$ cat src/rtl/mmd_pkg.sv
// Package of offsets, reset values and region bounds for the memory map decoder
package mmd_pkg;

  // Bus geometry: one byte register per aligned 32-bit word
  localparam int          MMD_ADDR_LSB   = 2;
  localparam int          MMD_ADDR_MSB   = 17;
  localparam int          MMD_REG_COUNT  = 32;

  // Register indexes, byte address is four times the index
  localparam logic [15:0] MMD_PORT_A_DATA      = 16'h0000;
  localparam logic [15:0] MMD_PORT_A_DIRECTION = 16'h0001;
  localparam logic [15:0] MMD_PORT_A_OPTIONS   = 16'h0002;
  localparam logic [15:0] MMD_PORT_B_DATA      = 16'h0003;
  localparam logic [15:0] MMD_PORT_B_DIRECTION = 16'h0004;
  localparam logic [15:0] MMD_PORT_C_DATA      = 16'h0006;
  localparam logic [15:0] MMD_PORT_C_DIRECTION = 16'h0007;
  localparam logic [15:0] MMD_PORT_C_OPTIONS   = 16'h0008;
  localparam logic [15:0] MMD_PORT_D_DATA      = 16'h0009;
  localparam logic [15:0] MMD_PORT_D_DIRECTION = 16'h000A;
  localparam logic [15:0] MMD_PORT_D_OPTIONS   = 16'h000B;
  localparam logic [15:0] MMD_PORT_E_DATA      = 16'h000C;
  localparam logic [15:0] MMD_PORT_E_DIRECTION = 16'h000D;
  localparam logic [15:0] MMD_PORT_E_OPTIONS   = 16'h000E;
  localparam logic [15:0] MMD_PORT_F_DATA      = 16'h000F;
  localparam logic [15:0] MMD_PORT_F_DIRECTION = 16'h0010;
  localparam logic [15:0] MMD_CONVERTER_RESULT = 16'h0012;
  localparam logic [15:0] MMD_CONVERTER_CTRL   = 16'h0013;
  localparam logic [15:0] MMD_WATCHDOG_CONTROL = 16'h0014;
  localparam logic [15:0] MMD_POWER_CONTROL    = 16'h0018;
  localparam logic [15:0] MMD_SPI_DATA         = 16'h0019;
  localparam logic [15:0] MMD_SPI_CONTROL      = 16'h001A;
  localparam logic [15:0] MMD_SPI_CTRL_STATUS  = 16'h001B;
  localparam logic [15:0] MMD_COPROC_CONTROL   = 16'h001C;
  localparam logic [15:0] MMD_COPROC_STATUS    = 16'h001D;
  localparam logic [15:0] MMD_COPROC_POINTER   = 16'h001F;

  // Per-index masks over the first 32 register slots
  localparam logic [31:0] MMD_IMPL_MASK  = 32'hBF1DFFDF;
  localparam logic [31:0] MMD_WRITE_MASK = 32'hBF19FFDF;

  // Reset values
  localparam logic [7:0]  MMD_RESET_ZERO     = 8'h00;
  localparam logic [7:0]  MMD_RESET_WATCHDOG = 8'h7F;

  // Memory map regions
  localparam logic [15:0] MMD_REG_AREA_TOP = 16'h004F;
  localparam logic [15:0] MMD_STACK_BASE   = 16'h0100;
  localparam logic [15:0] MMD_STACK_TOP    = 16'h01FF;
  localparam logic [15:0] MMD_VECTOR_BASE  = 16'hFFE0;

  // Field positions
  localparam int          MMD_PE5_BIT          = 5;
  localparam int          MMD_PF4_BIT          = 4;
  localparam int          MMD_CARD_ONE_BIT     = 6;
  localparam int          MMD_CARD_TWO_BIT     = 7;
  localparam int          MMD_COPROC_EN_BIT    = 0;
  localparam int          MMD_COPROC_A_LINES   = 6;

  // Bus slave states
  typedef enum logic [0:0] {MMD_IDLE, MMD_DATA} mmd_state_t;

  // Reset value of one register slot
  function automatic logic [7:0] mmd_reset_value(input int idx);
    if (idx == int'(MMD_WATCHDOG_CONTROL)) begin
      return MMD_RESET_WATCHDOG;
    end
    return MMD_RESET_ZERO;
  endfunction : mmd_reset_value

endpackage : mmd_pkg

$ cat src/rtl/mmd_decoder.sv
// AHB-Lite register bank and address decoder for the lower memory map
//
// Chosen here: the AHB-Lite register port.
`timescale 1ns/1ps
// What this block does
// - Decode one flat 64 Kbyte space of memory and registers, no banking.
// - Bottom 80 bytes are hardware registers, apart from RAM and program memory.
// - Stack window is RAM from 0100h to 01FFh, 256 bytes.
// - Topmost bytes hold reset and interrupt vectors, flagged on access.
// - At 6 MHz standalone the core cannot read or write the USB buffer.
// - Port registers from 0000h are read-write and clear to 00h on reset.
// - Port E option register sits at 000Eh and resets to 00h.
// - Port E bit 5 pull-up only when option register and option byte allow.
// - Converter control at 0013h read-write, result at 0012h read-only.
// - Serial data register at 0019h is read-write, reset content undefined.
// - With USB power enable disabled, port F bit 4 is plain I/O.
// - Card enable and protect lines are software pins; the rest coprocessor lines.
module mmd_decoder (
  // Clock and reset
  input  wire logic                  mclk,
  input  wire logic                  rst_b,
  // AHB-Lite slave
  input  wire logic                  hsel,
  input  wire logic [31:0]           haddr,
  input  wire logic [1:0]            htrans,
  input  wire logic                  hwrite,
  input  wire logic [2:0]            hsize,
  input  wire logic [31:0]           hwdata,
  input  wire logic                  hready,
  output logic      [31:0]           hrdata,
  output logic                       hreadyout,
  output logic                       hresp,
  // Option byte and operating mode
  input  wire logic                  option_pullup_bit,
  input  wire logic                  option_usb_power,
  input  wire logic                  standalone_6mhz,
  // Peripheral inputs
  input  wire logic [7:0]            converter_result,
  input  wire logic                  usb_power_request,
  input  wire logic [mmd_pkg::MMD_COPROC_A_LINES-1:0] coproc_a_out,
  input  wire logic [mmd_pkg::MMD_COPROC_A_LINES-1:0] coproc_a_oe_b,
  input  wire logic [7:0]            coproc_b_out,
  input  wire logic [7:0]            coproc_b_oe_b,
  // Port pins
  output logic      [7:0]            port_a_pin_out,
  output logic      [7:0]            port_a_pin_oe_b,
  output logic      [7:0]            port_b_pin_out,
  output logic      [7:0]            port_b_pin_oe_b,
  output logic      [7:0]            port_f_pin_out,
  output logic      [7:0]            port_f_pin_oe_b,
  output logic                       port_e_bit5_pullup,
  output logic                       card_enable_one,
  output logic                       card_enable_two,
  // Access region flags
  output logic                       hit_register,
  output logic                       hit_stack,
  output logic                       hit_vector,
  output logic                       hit_reserved,
  output logic                       usb_buffer_blocked
);
  import mmd_pkg::*;

  // Overview of the data path:
  // - The bus side accepts one single transfer at a time and always inserts
  //   exactly one wait state, so read data and flags leave flip-flops.
  // - The memory map address is the word index haddr[17:2]; each register
  //   takes the low byte lane of one aligned 32-bit word.
  // - Only the first 32 slots of the register area are stored here; the
  //   rest of the 80-byte area belongs to other blocks and reads zero.
  // - Region flags pulse for one cycle at the end of every data phase so
  //   that a monitor can see which part of the map was touched.
  // - Pin steering sits behind one more flop stage, so a register write
  //   reaches the pins one cycle after the bus answer.
  //
  // Limitations a user must know:
  // - hsize is not checked; a wider write still lands its low byte.
  // - No error response is ever given, reserved slots simply read zero.
  // - RAM, stack, program memory and vectors are not stored; only stack and vectors are flagged.
  // - The USB buffer window is a board parameter and is never served here.

  // USB buffer window; placement is board specific
  parameter logic [15:0] USB_BUF_BASE = 16'h1500;
  parameter logic [15:0] USB_BUF_TOP  = 16'h17FF;

  //////////////////////////////////////////////////////////////////////////////
  // Address phase decode

  logic [15:0] phase_addr;
  logic        phase_take;
  logic [15:0] map_addr;
  logic [4:0]  map_idx;
  logic        in_reg_slots;

  // The request is taken only while the slave is idle. Because hreadyout
  // is low during the single wait state, a well-behaved master cannot
  // present a new address phase then, so no second request is lost.
  //
  // Upper haddr bits are ignored on purpose: a master that places the
  // space above 256 KB sees the same map again, which keeps the decode
  // small and matches a flat space with no banking.
  //
  // phase_addr is the map address during the address phase; map_addr
  // holds it through the data phase, when haddr may already have moved.

  // Only haddr[17:2] is used, so the 64 KB map has no banking
  assign phase_addr = haddr[MMD_ADDR_MSB:MMD_ADDR_LSB];
  assign phase_take = hsel & hready & htrans[1];

  //////////////////////////////////////////////////////////////////////////////
  // Bus slave state

  mmd_state_t  state;
  mmd_state_t  next_state;
  logic        pend_write;
  logic        next_pend_write;
  logic [15:0] next_map_addr;
  logic [31:0] next_hrdata;
  logic        next_hreadyout;
  logic        next_hit_register;
  logic        next_hit_stack;
  logic        next_hit_vector;
  logic        next_hit_reserved;
  logic        next_usb_blocked;
  logic        usb_hit;
  logic        wr_strobe;
  logic [7:0]  reg_q [MMD_REG_COUNT];

  assign map_idx      = map_addr[4:0];
  assign in_reg_slots = (map_addr < 16'(MMD_REG_COUNT));
  assign usb_hit      = (map_addr >= USB_BUF_BASE) && (map_addr <= USB_BUF_TOP);

  // Sequence of one transfer:
  //   edge 0: address phase taken, hreadyout falls
  //   edge 1: write lands or read data loads, flags are registered
  //   edge 2: master samples hready high and takes hrdata
  //
  // Read data is held after the transfer, so a late sampler still sees
  // the last value; it only changes at the end of the next data phase.
  //
  // Flags default to zero each cycle, so they stand exactly one cycle.
  // Reserved decoding is limited to the 32 local slots; higher register
  // addresses belong to other blocks and are not judged here.
  //
  // The converter result is read live from its input, not from a slot,
  // so software always sees the latest conversion.

  // One wait state lets read data leave a flip-flop
  always_comb begin
    next_state        = state;
    next_pend_write   = pend_write;
    next_map_addr     = map_addr;
    next_hrdata       = hrdata;
    next_hreadyout    = hreadyout;
    next_hit_register = 1'b0;
    next_hit_stack    = 1'b0;
    next_hit_vector   = 1'b0;
    next_hit_reserved = 1'b0;
    next_usb_blocked  = 1'b0;
    wr_strobe         = 1'b0;
    case (state)
      MMD_IDLE: begin
        next_hreadyout = 1'b1;
        if (phase_take) begin
          next_state      = MMD_DATA;
          next_pend_write = hwrite;
          next_map_addr   = phase_addr;
          next_hreadyout  = 1'b0;
        end
      end
      MMD_DATA: begin
        next_state     = MMD_IDLE;
        next_hreadyout = 1'b1;
        next_hrdata    = 32'h0000_0000;
        wr_strobe      = pend_write;
        next_hit_register = (map_addr <= MMD_REG_AREA_TOP);
        next_hit_stack    = (map_addr >= MMD_STACK_BASE) && (map_addr <= MMD_STACK_TOP);
        next_hit_vector   = (map_addr >= MMD_VECTOR_BASE);
        next_hit_reserved = in_reg_slots && !MMD_IMPL_MASK[map_idx];
        next_usb_blocked  = usb_hit && standalone_6mhz;
        if (!pend_write) begin
          if (in_reg_slots && MMD_IMPL_MASK[map_idx]) begin
            if (map_addr == MMD_CONVERTER_RESULT) begin
              next_hrdata = {24'h000000, converter_result};
            end else begin
              next_hrdata = {24'h000000, reg_q[map_idx]};
            end
          end
        end
      end
      default: begin
        next_state = MMD_IDLE;
      end
    endcase
  end

  // All bus-facing outputs come straight from these flops. The reset
  // values leave the slave idle and ready, so the first request may be
  // taken at the first edge after reset is released.
  //
  // hresp is registered although it is constant, so every output of the
  // block has the same launch timing.

  // Slave registers; the response is always OKAY
  always_ff @(posedge mclk or negedge rst_b) begin
    if (!rst_b) begin
      state              <= MMD_IDLE;
      pend_write         <= 1'b0;
      map_addr           <= 16'h0000;
      hrdata             <= 32'h0000_0000;
      hreadyout          <= 1'b1;
      hresp              <= 1'b0;
      hit_register       <= 1'b0;
      hit_stack          <= 1'b0;
      hit_vector         <= 1'b0;
      hit_reserved       <= 1'b0;
      usb_buffer_blocked <= 1'b0;
    end else begin
      state              <= next_state;
      pend_write         <= next_pend_write;
      map_addr           <= next_map_addr;
      hrdata             <= next_hrdata;
      hreadyout          <= next_hreadyout;
      hresp              <= 1'b0;
      hit_register       <= next_hit_register;
      hit_stack          <= next_hit_stack;
      hit_vector         <= next_hit_vector;
      hit_reserved       <= next_hit_reserved;
      usb_buffer_blocked <= next_usb_blocked;
    end
  end

  //////////////////////////////////////////////////////////////////////////////
  // Register file, one byte per slot

  // One generate slice per slot keeps the write enables independent.
  // Slots that are reserved or read-only never take a write strobe, so
  // their content stays at the reset value for good.
  //
  // The write uses the data phase, one cycle after the address phase, so
  // hwdata is sampled when the master has placed it.
  //
  // Every slot except the watchdog control, which loads 7Fh, clears on reset,
  // the serial ones included; software must still treat the serial data content as undefined after reset.

  // Only the low byte lane is stored; hsize is not checked, so wider writes
  // still land their low byte here
  genvar gi;
  generate
    for (gi = 0; gi < MMD_REG_COUNT; gi++) begin : g_slot
      logic [7:0] next_slot;
      always_comb begin
        next_slot = reg_q[gi];
        if (wr_strobe && in_reg_slots && (map_idx == 5'(gi)) && MMD_WRITE_MASK[gi]) begin
          next_slot = hwdata[7:0];
        end
      end
      // Serial data also clears, although software must not rely on it
      always_ff @(posedge mclk or negedge rst_b) begin
        if (!rst_b) begin
          reg_q[gi] <= mmd_reset_value(gi);
        end else begin
          reg_q[gi] <= next_slot;
        end
      end
    end
  endgenerate

  //////////////////////////////////////////////////////////////////////////////
  // Pin steering

  logic [7:0] next_a_out;
  logic [7:0] next_a_oe_b;
  logic [7:0] next_b_out;
  logic [7:0] next_b_oe_b;
  logic [7:0] next_f_out;
  logic [7:0] next_f_oe_b;
  logic       next_pullup;
  logic       coproc_on;
  logic [7:0] reg_a_data;
  logic [7:0] reg_a_dir;
  logic [7:0] reg_b_data;
  logic [7:0] reg_b_dir;
  logic [7:0] reg_f_data;
  logic [7:0] reg_f_dir;
  logic [7:0] reg_e_opt;

  assign reg_a_data = reg_q[MMD_PORT_A_DATA[4:0]];
  assign reg_a_dir  = reg_q[MMD_PORT_A_DIRECTION[4:0]];
  assign reg_b_data = reg_q[MMD_PORT_B_DATA[4:0]];
  assign reg_b_dir  = reg_q[MMD_PORT_B_DIRECTION[4:0]];
  assign reg_f_data = reg_q[MMD_PORT_F_DATA[4:0]];
  assign reg_f_dir  = reg_q[MMD_PORT_F_DIRECTION[4:0]];
  assign reg_e_opt  = reg_q[MMD_PORT_E_OPTIONS[4:0]];
  assign coproc_on  = reg_q[MMD_COPROC_CONTROL[4:0]][MMD_COPROC_EN_BIT];

  // Port A and B steering follows one rule: when the coprocessor is enabled it
  // owns port A bits 0 to 5 and all of port B; the two top bits of port
  // A stay with software so that it can pick one of two shared cards.
  //
  // Output enables are active low: a set direction bit drives the pin.
  //
  // Port F bit 4 is handed to the USB power request only when the option
  // byte asks for it; otherwise it is an ordinary I/O line.

  // Coprocessor owns strobe, address and data lines; card enables stay with software
  always_comb begin
    next_a_out  = reg_a_data;
    next_a_oe_b = ~reg_a_dir;
    next_b_out  = reg_b_data;
    next_b_oe_b = ~reg_b_dir;
    if (coproc_on) begin
      next_a_out[MMD_COPROC_A_LINES-1:0]  = coproc_a_out;
      next_a_oe_b[MMD_COPROC_A_LINES-1:0] = coproc_a_oe_b;
      next_b_out  = coproc_b_out;
      next_b_oe_b = coproc_b_oe_b;
    end
    next_f_out  = reg_f_data;
    next_f_oe_b = ~reg_f_dir;
    if (option_usb_power) begin
      next_f_out[MMD_PF4_BIT]  = usb_power_request;
      next_f_oe_b[MMD_PF4_BIT] = 1'b0;
    end
    // Pull-up needs both the option register and the option byte
    next_pullup = reg_e_opt[MMD_PE5_BIT] & option_pullup_bit;
  end

  // During reset every pin is released (oe_b high) and drives zero, so
  // the board's own pull resistors decide the level until software runs, except port F bit 4 when the option byte gives it to USB power.
  //
  // Card enables are plain copies of port A data bits 6 and 7; the cost
  // of one flop each buys a clean, separately observable select line.

  // Pin flops keep outputs glitch free
  always_ff @(posedge mclk or negedge rst_b) begin
    if (!rst_b) begin
      port_a_pin_out     <= 8'h00;
      port_a_pin_oe_b    <= 8'hFF;
      port_b_pin_out     <= 8'h00;
      port_b_pin_oe_b    <= 8'hFF;
      port_f_pin_out     <= 8'h00;
      port_f_pin_oe_b    <= 8'hFF;
      port_e_bit5_pullup <= 1'b0;
      card_enable_one    <= 1'b0;
      card_enable_two    <= 1'b0;
    end else begin
      port_a_pin_out     <= next_a_out;
      port_a_pin_oe_b    <= next_a_oe_b;
      port_b_pin_out     <= next_b_out;
      port_b_pin_oe_b    <= next_b_oe_b;
      port_f_pin_out     <= next_f_out;
      port_f_pin_oe_b    <= next_f_oe_b;
      port_e_bit5_pullup <= next_pullup;
      card_enable_one    <= reg_a_data[MMD_CARD_ONE_BIT];
      card_enable_two    <= reg_a_data[MMD_CARD_TWO_BIT];
    end
  end

endmodule : mmd_decoder

$ cat config.mk
export PLATFORM = sky130hd
export DESIGN_NAME = mmd_decoder
export DESIGN_NICKNAME = d
export VERILOG_FILES = /design/src/rtl/mmd_pkg.sv /design/src/rtl/mmd_decoder.sv
export SDC_FILE = /design/constraint.sdc
export NUM_CORES = 1
export LEC_CHECK = 0
export BUFFER_PORTS_ARGS = -buffer_cell sky130_fd_sc_hd__buf_2
export CELL_PAD_IN_SITES_DETAIL_PLACEMENT = 0
export CELL_PAD_IN_SITES_GLOBAL_PLACEMENT = 1
export CORE_ASPECT_RATIO = 2
export CORE_MARGIN = 1.5
export CORE_UTILIZATION = 46
export CTS_CLUSTER_DIAMETER = 50
export DETAILED_ROUTE_END_ITERATION = 7
export PLACE_DENSITY = 0.78
export REMOVE_ABC_BUFFERS = 1
export SLEW_MARGIN = 20
export SYNTH_ARGS = -nofsm -noshare
export SYNTH_HDL_FRONTEND = slang
export SYNTH_SLANG_ARGS = --single-unit
$ cat constraint.sdc
create_clock -name mclk -period 2.95 [get_ports mclk]
set_input_delay 0.4425 -clock mclk [delete_from_list [all_inputs] [get_ports mclk]]
set_output_delay 0.4425 -clock mclk [all_outputs]
set_load 0.02 [all_outputs]
==> results of run 1 <==
## cells in the final DEF (no fill, tap or decap), types with 3 or more instances in the layout
cell / count
nand3_1: 5
inv_1: 14
and2_1: 4
a22o_1: 10
nor2b_1: 4
buf_2: 133
dfstp_2: 32
buf_12: 6
mux2_2: 232
o211ai_1: 7
mux2_1: 5
mux2i_1: 28
clkbuf_16: 25
nand4_1: 8
o22ai_1: 7
nor4_1: 3
nand2_1: 78
conb_1: 25
bufinv_16: 5
buf_4: 42
dfrtp_1: 247
nor3_2: 3
a22oi_1: 7
clkinv_2: 6
a32oi_1: 8
a2bb2oi_1: 7
a221oi_1: 16
nor2_1: 18
a21oi_1: 9
clkbuf_8: 4
nor2_2: 8
mux4_2: 15
nor3_1: 8
o21ai_0: 36
nor3b_1: 8
## cell families after synthesis
group / share of synthesized area, %
multiplexers: 26.2
adder cells (fa/ha/maj): 0.0798
AND/OR/NAND/NOR: 7.24
flip-flops: 56.4
buffers and inverters: 3.85
other: 0.0299
AO/OA/AOI/OAI: 6.21
## worst max-delay path, cell delays in order (launching register included)
cell and delay, ns:
dfrtp_1 0.40, nor3_1 0.52, and4_1 0.37, nand4_1 0.32, nor3b_4 0.62, mux2_2 0.40
## power groups by stage
stage                     Clock [mW]  Combinational [mW]  Sequential [mW]
after global routing            3.79                1.46             4.15
after floorplan                    0               0.640             4.28
final                           3.56                1.36             4.14
after detailed placement           0                1.36             4.21
after global placement             0                1.34             4.20
after CTS                       3.64                1.36             4.14
## sequential cells by signal, indices dropped and copies added, names as in the netlist, 7 cells and up
| name | cells |
|---|---|
| hrdata | 8 |
| map_addr | 16 |
| port_a_pin_oe_b | 8 |
| port_a_pin_out | 7 |
| port_b_pin_oe_b | 8 |
| port_b_pin_out | 8 |
| port_f_pin_oe_b | 8 |
| port_f_pin_out | 8 |
| reg_a_data | 8 |
| reg_a_dir | 8 |
| reg_b_data | 8 |
| reg_b_dir | 8 |
| reg_e_opt | 8 |
| reg_f_data | 8 |
| reg_f_dir | 8 |
| reg_q | 143 |
## stage by stage
stage	utilization [%]	TNS (ns)	hold WS, ns
2_1_floorplan	-	-116.22	0.147
3_3_place_gp	51.1	0	0.381
3_5_place_dp	51.1	0	0.385
4_1_cts	54.5	0	0.0353
5_1_grt	54.5	0	0.0484
6_report	54.5	0	0.0540
## worst paths after layout
check	cells past startpoint	slack, ns	startpoint	end
max	5	0.19	map_addr[10]$_DFFE_PN0P_	reg_q[56]$_DFFE_PN0P_
min	2	0.05	option_usb_power	port_f_pin_oe_b[4]$_DFF_PN1_
max reg2reg	5	0.19	map_addr[10]$_DFFE_PN0P_	reg_q[56]$_DFFE_PN0P_
min reg2reg	0	0.40	reg_a_data[7]$_DFFE_PN0P_	card_enable_two$_DFF_PN0_
max in group asynchronous	3	1.57	rst_b	reg_q[90]$_DFFE_PN1P_
min in group asynchronous	2	0.55	rst_b	reg_q[43]$_DFFE_PN0P_
## layer usage
layer / routed length (microns) / up-vias / track usage (%)
met1: 11400 / 4106 / 25.9
met4: 1460 / 0 / 10.9
met5: 0 / - / 0
met2: 16100 / 256 / 39.3
li1: - / 3635 / -
met3: 1470 / 60 / 2.07
## area by class of cell
| cell class | instances | area [sq um] | share of cell area (%) |
|---|---|---|---|
| clock buffers | 30 | 684 | 4.67 |
| clock inverters | 15 | 214 | 1.46 |
| inverters | 15 | 56.3 | 0.384 |
| multi-input cells | 584 | 5080 | 34.6 |
| flip-flops and latches | 281 | 7070 | 48.2 |
| well taps | 348 | 435 | 2.97 |
| repair buffers | 183 | 1130 | 7.68 |
==> results by group, run 1 <==
Yosys
  – Synthesized area: about 13000 sq um
  – Synth top cells by count: dfrtp_1, mux2_2, nand2_1
  – Seq cells post-synth: 281
  – Synth top area share: roughly half
  – YS warnings: 0
  – Syn Area/Cell: 13.3 sq um
  – Post-synth EDFFs: 0
  – Cell taking the most area after synthesis: dfrtp_1
  – Top-count cell post-synth: dfrtp_1
  – Distinct cell type count after synthesis: 53
  – Sequential area share after synthesis: 56.4%
  – Mapped Cells: 940
  – Top cells by area, synth: dfrtp_1, mux2_2, dfstp_2
  – Post-synth ARST share: 100%
  – Top_reg_cell synth: dfrtp_1

Critical path
  – CP Capture Type: flip-flop
  – Largest fanout on the critical path: 8
  – Worst path arrival time: 3.17 ns
  – Worst path required time: 3.35 ns
  – Startpoint types: flip-flop
  – Crit path kind: reg2reg

Pwr
  – Switching share of power: between 20% and 30%
  – Sequential share of power: 45.7%
  – Tot Pwr: roughly 9.1 mW
  – Internal: 6.63 mW
  – Comb power frac: 15.0%
  – Leak Pwr: slightly below 7 nW
  – Clock power frac: 39.3%
  – Worst IR Drop VDD: 404 uV
  – Switch Pwr: 2.43 mW
  – Cell Pwr Density: 617 nW/um^2

Floorplanning
  – Die Width: 120 microns
  – Core ar.: 26900 sq um
  – Die H: about 240 microns
  – Die Area: ~28000 sq um
  – IO Count: just over 200
  – Initial Util: around 47%
  – Site Rows: 85

Global route
  – GRT Overall Usage: 21.9%
  – Initial antenna violation count: 0
  – Vias in the first global route: 8481
  – First-pass GRT wire length: 47800 microns
  – Overflow after GRT: 0
  – Largest net degree at the start of global routing: 91

CTS
  – Worst-Skew Late Latency: 0.54 ns
  – H-tree depth: 1
  – Clock-pin transition on the worst setup and hold timing paths: roughly 0.07 ns
  – Post-CTS Hold Fix Bufs: 1
  – Total CTS buffers: 25
  – Post-CTS Setup Bufs: 0
  – TritonCTS clock tree: yes
  – CTS max path bufs: 3
  – Clock root cell: clkbuf_16
  – Clock Sinks: 281
  – Number of cells upsized or downsized after cts: 0

Timing
  – Slew HR: 34.9%
  – Final period utilization: around 94%
  – Final setup viols: 0
  – Final hold vios: 0
  – RSZ-0062 raised after global routing: false
  – Slew Viols, Final: 0
  – Highest Clock Rate: 362 MHz
  – Period minus WS final: ~2.8 ns
  – Setup ws final: 0.186 ns
  – Clock Skew: 0.0273 ns
  – Worst Tran Pin Value: slightly below 1 ns

Detailed routing
  – Wirelength per Cell: 20.9 microns
  – Drt drc: 0
  – DRT Pass-1 Iters: 5
  – Vias: 8057
  – Initial DRC count: 348
  – Vias/cell: approximately 5.5
  – WL final: 30400 microns
  – DRT antenna net count: 0

Place
  – HPWL Detailed: about 21000 microns
  – Port buffer count: 134
  – Post-DP Area: 13800 sq um
  – Post-place setup slack: 0.261 ns
  – Dpl cells: 1410
  – Routability congestion estimate: between 0.9 and 1

Finish
  – Nets: 1204
  – Ant. Diodes: 0
  – Area Overhead vs Synth: 16.9%
  – Fraction of layout cells with a size suffix above 1: 47.8%
  – Fin area: about 15000 sq um
  – Non-filler cells in the finished layout: 1456
  – Fillers: 2336

Run
  – Max-cap violations: 0

Outcome
  – Status: finished clean

Min path
  – Hold crit path type: in2reg
No activity file was read; power rests on OpenSTA's default activity.
==> run 2: changes to the inputs <==
Settings changed: MAX_ROUTING_LAYER set to met4.
Clock period 2.95 ns to 2.8 ns, I/O delays scaled along.
==> results by group, run 2 (same netlist as run 1, synthesis figures left out) <==
Outcome
  – Status: finished clean

Global route
  – Initial antenna violation count: 0
  – Vias in the first global route: 8368
  – GRT Overall Usage: 22.8%
  – Largest net degree at the start of global routing: 88
  – First-pass GRT wire length: ~48000 microns
  – Overflow after GRT: 0

Timing
  – Slew HR: 31.7%
  – Hold_ws: 0.0764 ns
  – Highest Clock Rate: 383 MHz
  – Slew Viols, Final: 0
  – Final hold vios: 0
  – Period minus WS final: around 2.6 ns
  – RSZ-0062 raised after global routing: false
  – Clock Skew: between 0.01 and 0.015 ns
  – Final period utilization: slightly above 90%
  – Worst Tran Pin Value: 1.02 ns
  – Final setup viols: 0

Finish
  – Fin area: 14700 sq um
  – Nets: about 1200
  – Fraction of layout cells with a size suffix above 1: 47.8%
  – Commonest non-fill, non-tap cells in the layout: dfrtp_1, mux2_2, buf_2, nand2_1, buf_4
  – Non-filler cells in the finished layout: about 1500
  – Max FFs per register: 143
  – Top Registers: reg_q (143), map_addr (16)
  – Area Overhead vs Synth: 17.4%
  – Ant. Diodes: 0
  – Most flops, register: reg_q
  – Most common cell after layout, fill and taps aside: dfrtp_1
  – Register Area: 7070 sq um
  – Multi-input gate area: 5080 sq um
  – Fillers: 2302

Detailed routing
  – Drt drc: 0
  – Wirelength per Cell: 20.9 microns
  – WL final: 30600 microns
  – Vias: 8021
  – Vias/cell: 5.49
  – DRT antenna net count: 0
  – DRT Pass-1 Iters: 4
  – Initial DRC count: 408

Critical path
  – Largest fanout on the critical path: 8
  – CP max stage delay: around 0.53 ns
  – Worst path required time: 3.22 ns
  – Crit path kind: reg2reg
  – Critical path cell sequence: nor4_4 -> nand4_1 -> nor4b_2 -> nand2_1 -> mux2_2
  – Startpoint types: flip-flop
  – CP Capture Type: flip-flop
  – CP max stage cell: nor4b_2
  – Bufs and invs on worst path: 0
  – Worst path arrival time: 3.03 ns
  – Crit path max-delay family: simple AND/OR/NAND/NOR gates

Floorplanning
  – Initial Util: a little under half
  – Die H: 237 microns
  – Die Width: approximately 120 microns
  – Die Area: ~28000 sq um
  – Site Rows: between 80 and 90
  – IO Count: 204
  – Core ar.: 26900 sq um

Place
  – Port buffer count: 134
  – Post-DP Area: 13800 sq um
  – HPWL Detailed: 21400 microns
  – Routability congestion estimate: 0.877
  – Dpl cells: approximately 1400

CTS
  – Total CTS buffers: 25
  – TritonCTS clock tree: yes
  – H-tree depth: 1
  – CTS max path bufs: 3
  – Clock Sinks: 281
  – Clock root cell: clkbuf_16
  – Worst-Skew Late Latency: ~0.54 ns
  – Clock-pin transition on the worst setup and hold timing paths: 0.07 ns
  – Number of cells upsized or downsized after cts: 0

Run
  – Max-cap violations: 0

Pwr
  – Sequential share of power: 45.9%
  – Leak Pwr: between 6 and 7 nW
  – Switching share of power: a little over a quarter
  – Cell Pwr Density: 646 nW/um^2
  – Clock power frac: 38.8%
  – Switch Pwr: 2.52 mW
  – Internal: 6.99 mW
  – Worst IR Drop VDD: just under 400 uV
  – Comb power frac: 15.2%

Min path
  – Hold crit path type: in2reg
## run 2: cell types whose count changed in the layout (fill, tap and decap cells not counted), moves of 2 or more
cell / change
clkbuf_1: +3
buf_4: +5
clkinv_2: -4
inv_6: -2
clkbuf_8: +3
## run 2: final timing paths
check                                          from                            to  slack, ns  cells past startpoint
min in group asynchronous                     rst_b        reg_q[165]$_DFFE_PN0P_       0.49                      2
max in group asynchronous                     rst_b  port_f_pin_oe_b[4]$_DFF_PN1_       1.49                      3
min reg2reg                reg_a_dir[7]$_DFFE_PN0P_  port_a_pin_oe_b[7]$_DFF_PN1_       0.41                      1
max                        map_addr[11]$_DFFE_PN0P_      reg_b_dir[6]$_DFFE_PN0P_       0.19                      5
max reg2reg                map_addr[11]$_DFFE_PN0P_      reg_b_dir[6]$_DFFE_PN0P_       0.19                      5
min                                        haddr[7]       map_addr[5]$_DFFE_PN0P_       0.08                      3
## run 2: timing repair
action | in CTS | in global routing
setup buffers | 0 | 0
hold endpoints to repair | 82 | 0
hold buffers | 2 | 0
## run 2: final cells by class
cell class	instances	share of cell area, %
inverters	15	0.382
clock buffers	36	5.01
flip-flops and latches	281	48.1
well taps	348	2.96
repair buffers	190	8.11
multi-input cells	584	34.5
clock inverters	8	0.994
## run 2: through the flow
stage	power [mW]	utilization [%]	setup TNS [ns]	setup slack (ns)
after detailed placement	5.89	51.4	0	0.199
after CTS	9.60	54.7	0	0.190
after global placement	5.87	51.4	0	0.278
after global routing	9.88	54.7	0	0.00424
final	9.51	54.7	0	0.192
after floorplan	5.19	-	-146.49	-1.13
## run 2: power groups by stage
stage                     clock [mW]  combinational [mW]  sequential [mW]
final                           3.69                1.45             4.37
after floorplan                    0               0.674             4.51
after detailed placement           0                1.45             4.45
after global placement             0                1.43             4.44
after CTS                       3.77                1.45             4.37
after global routing            3.92                1.57             4.39
## run 2: worst register-to-register path: stages (launching register included)
cell and delay [ns]:
dfrtp_1 0.43, nor4_4 0.45, nand4_1 0.34, nor4b_2 0.53, nand2_1 0.38, mux2_2 0.38
## run 2: layer usage
layer  track usage (%)  wire length, microns  vias to the layer above
met1              26.5                 11800                     4069
met5                 -                     0                        -
met2              39.0                 16200                      214
met4              10.9                  1400                        0
met3              2.87                  1230                       69
li1                  -                     -                     3669
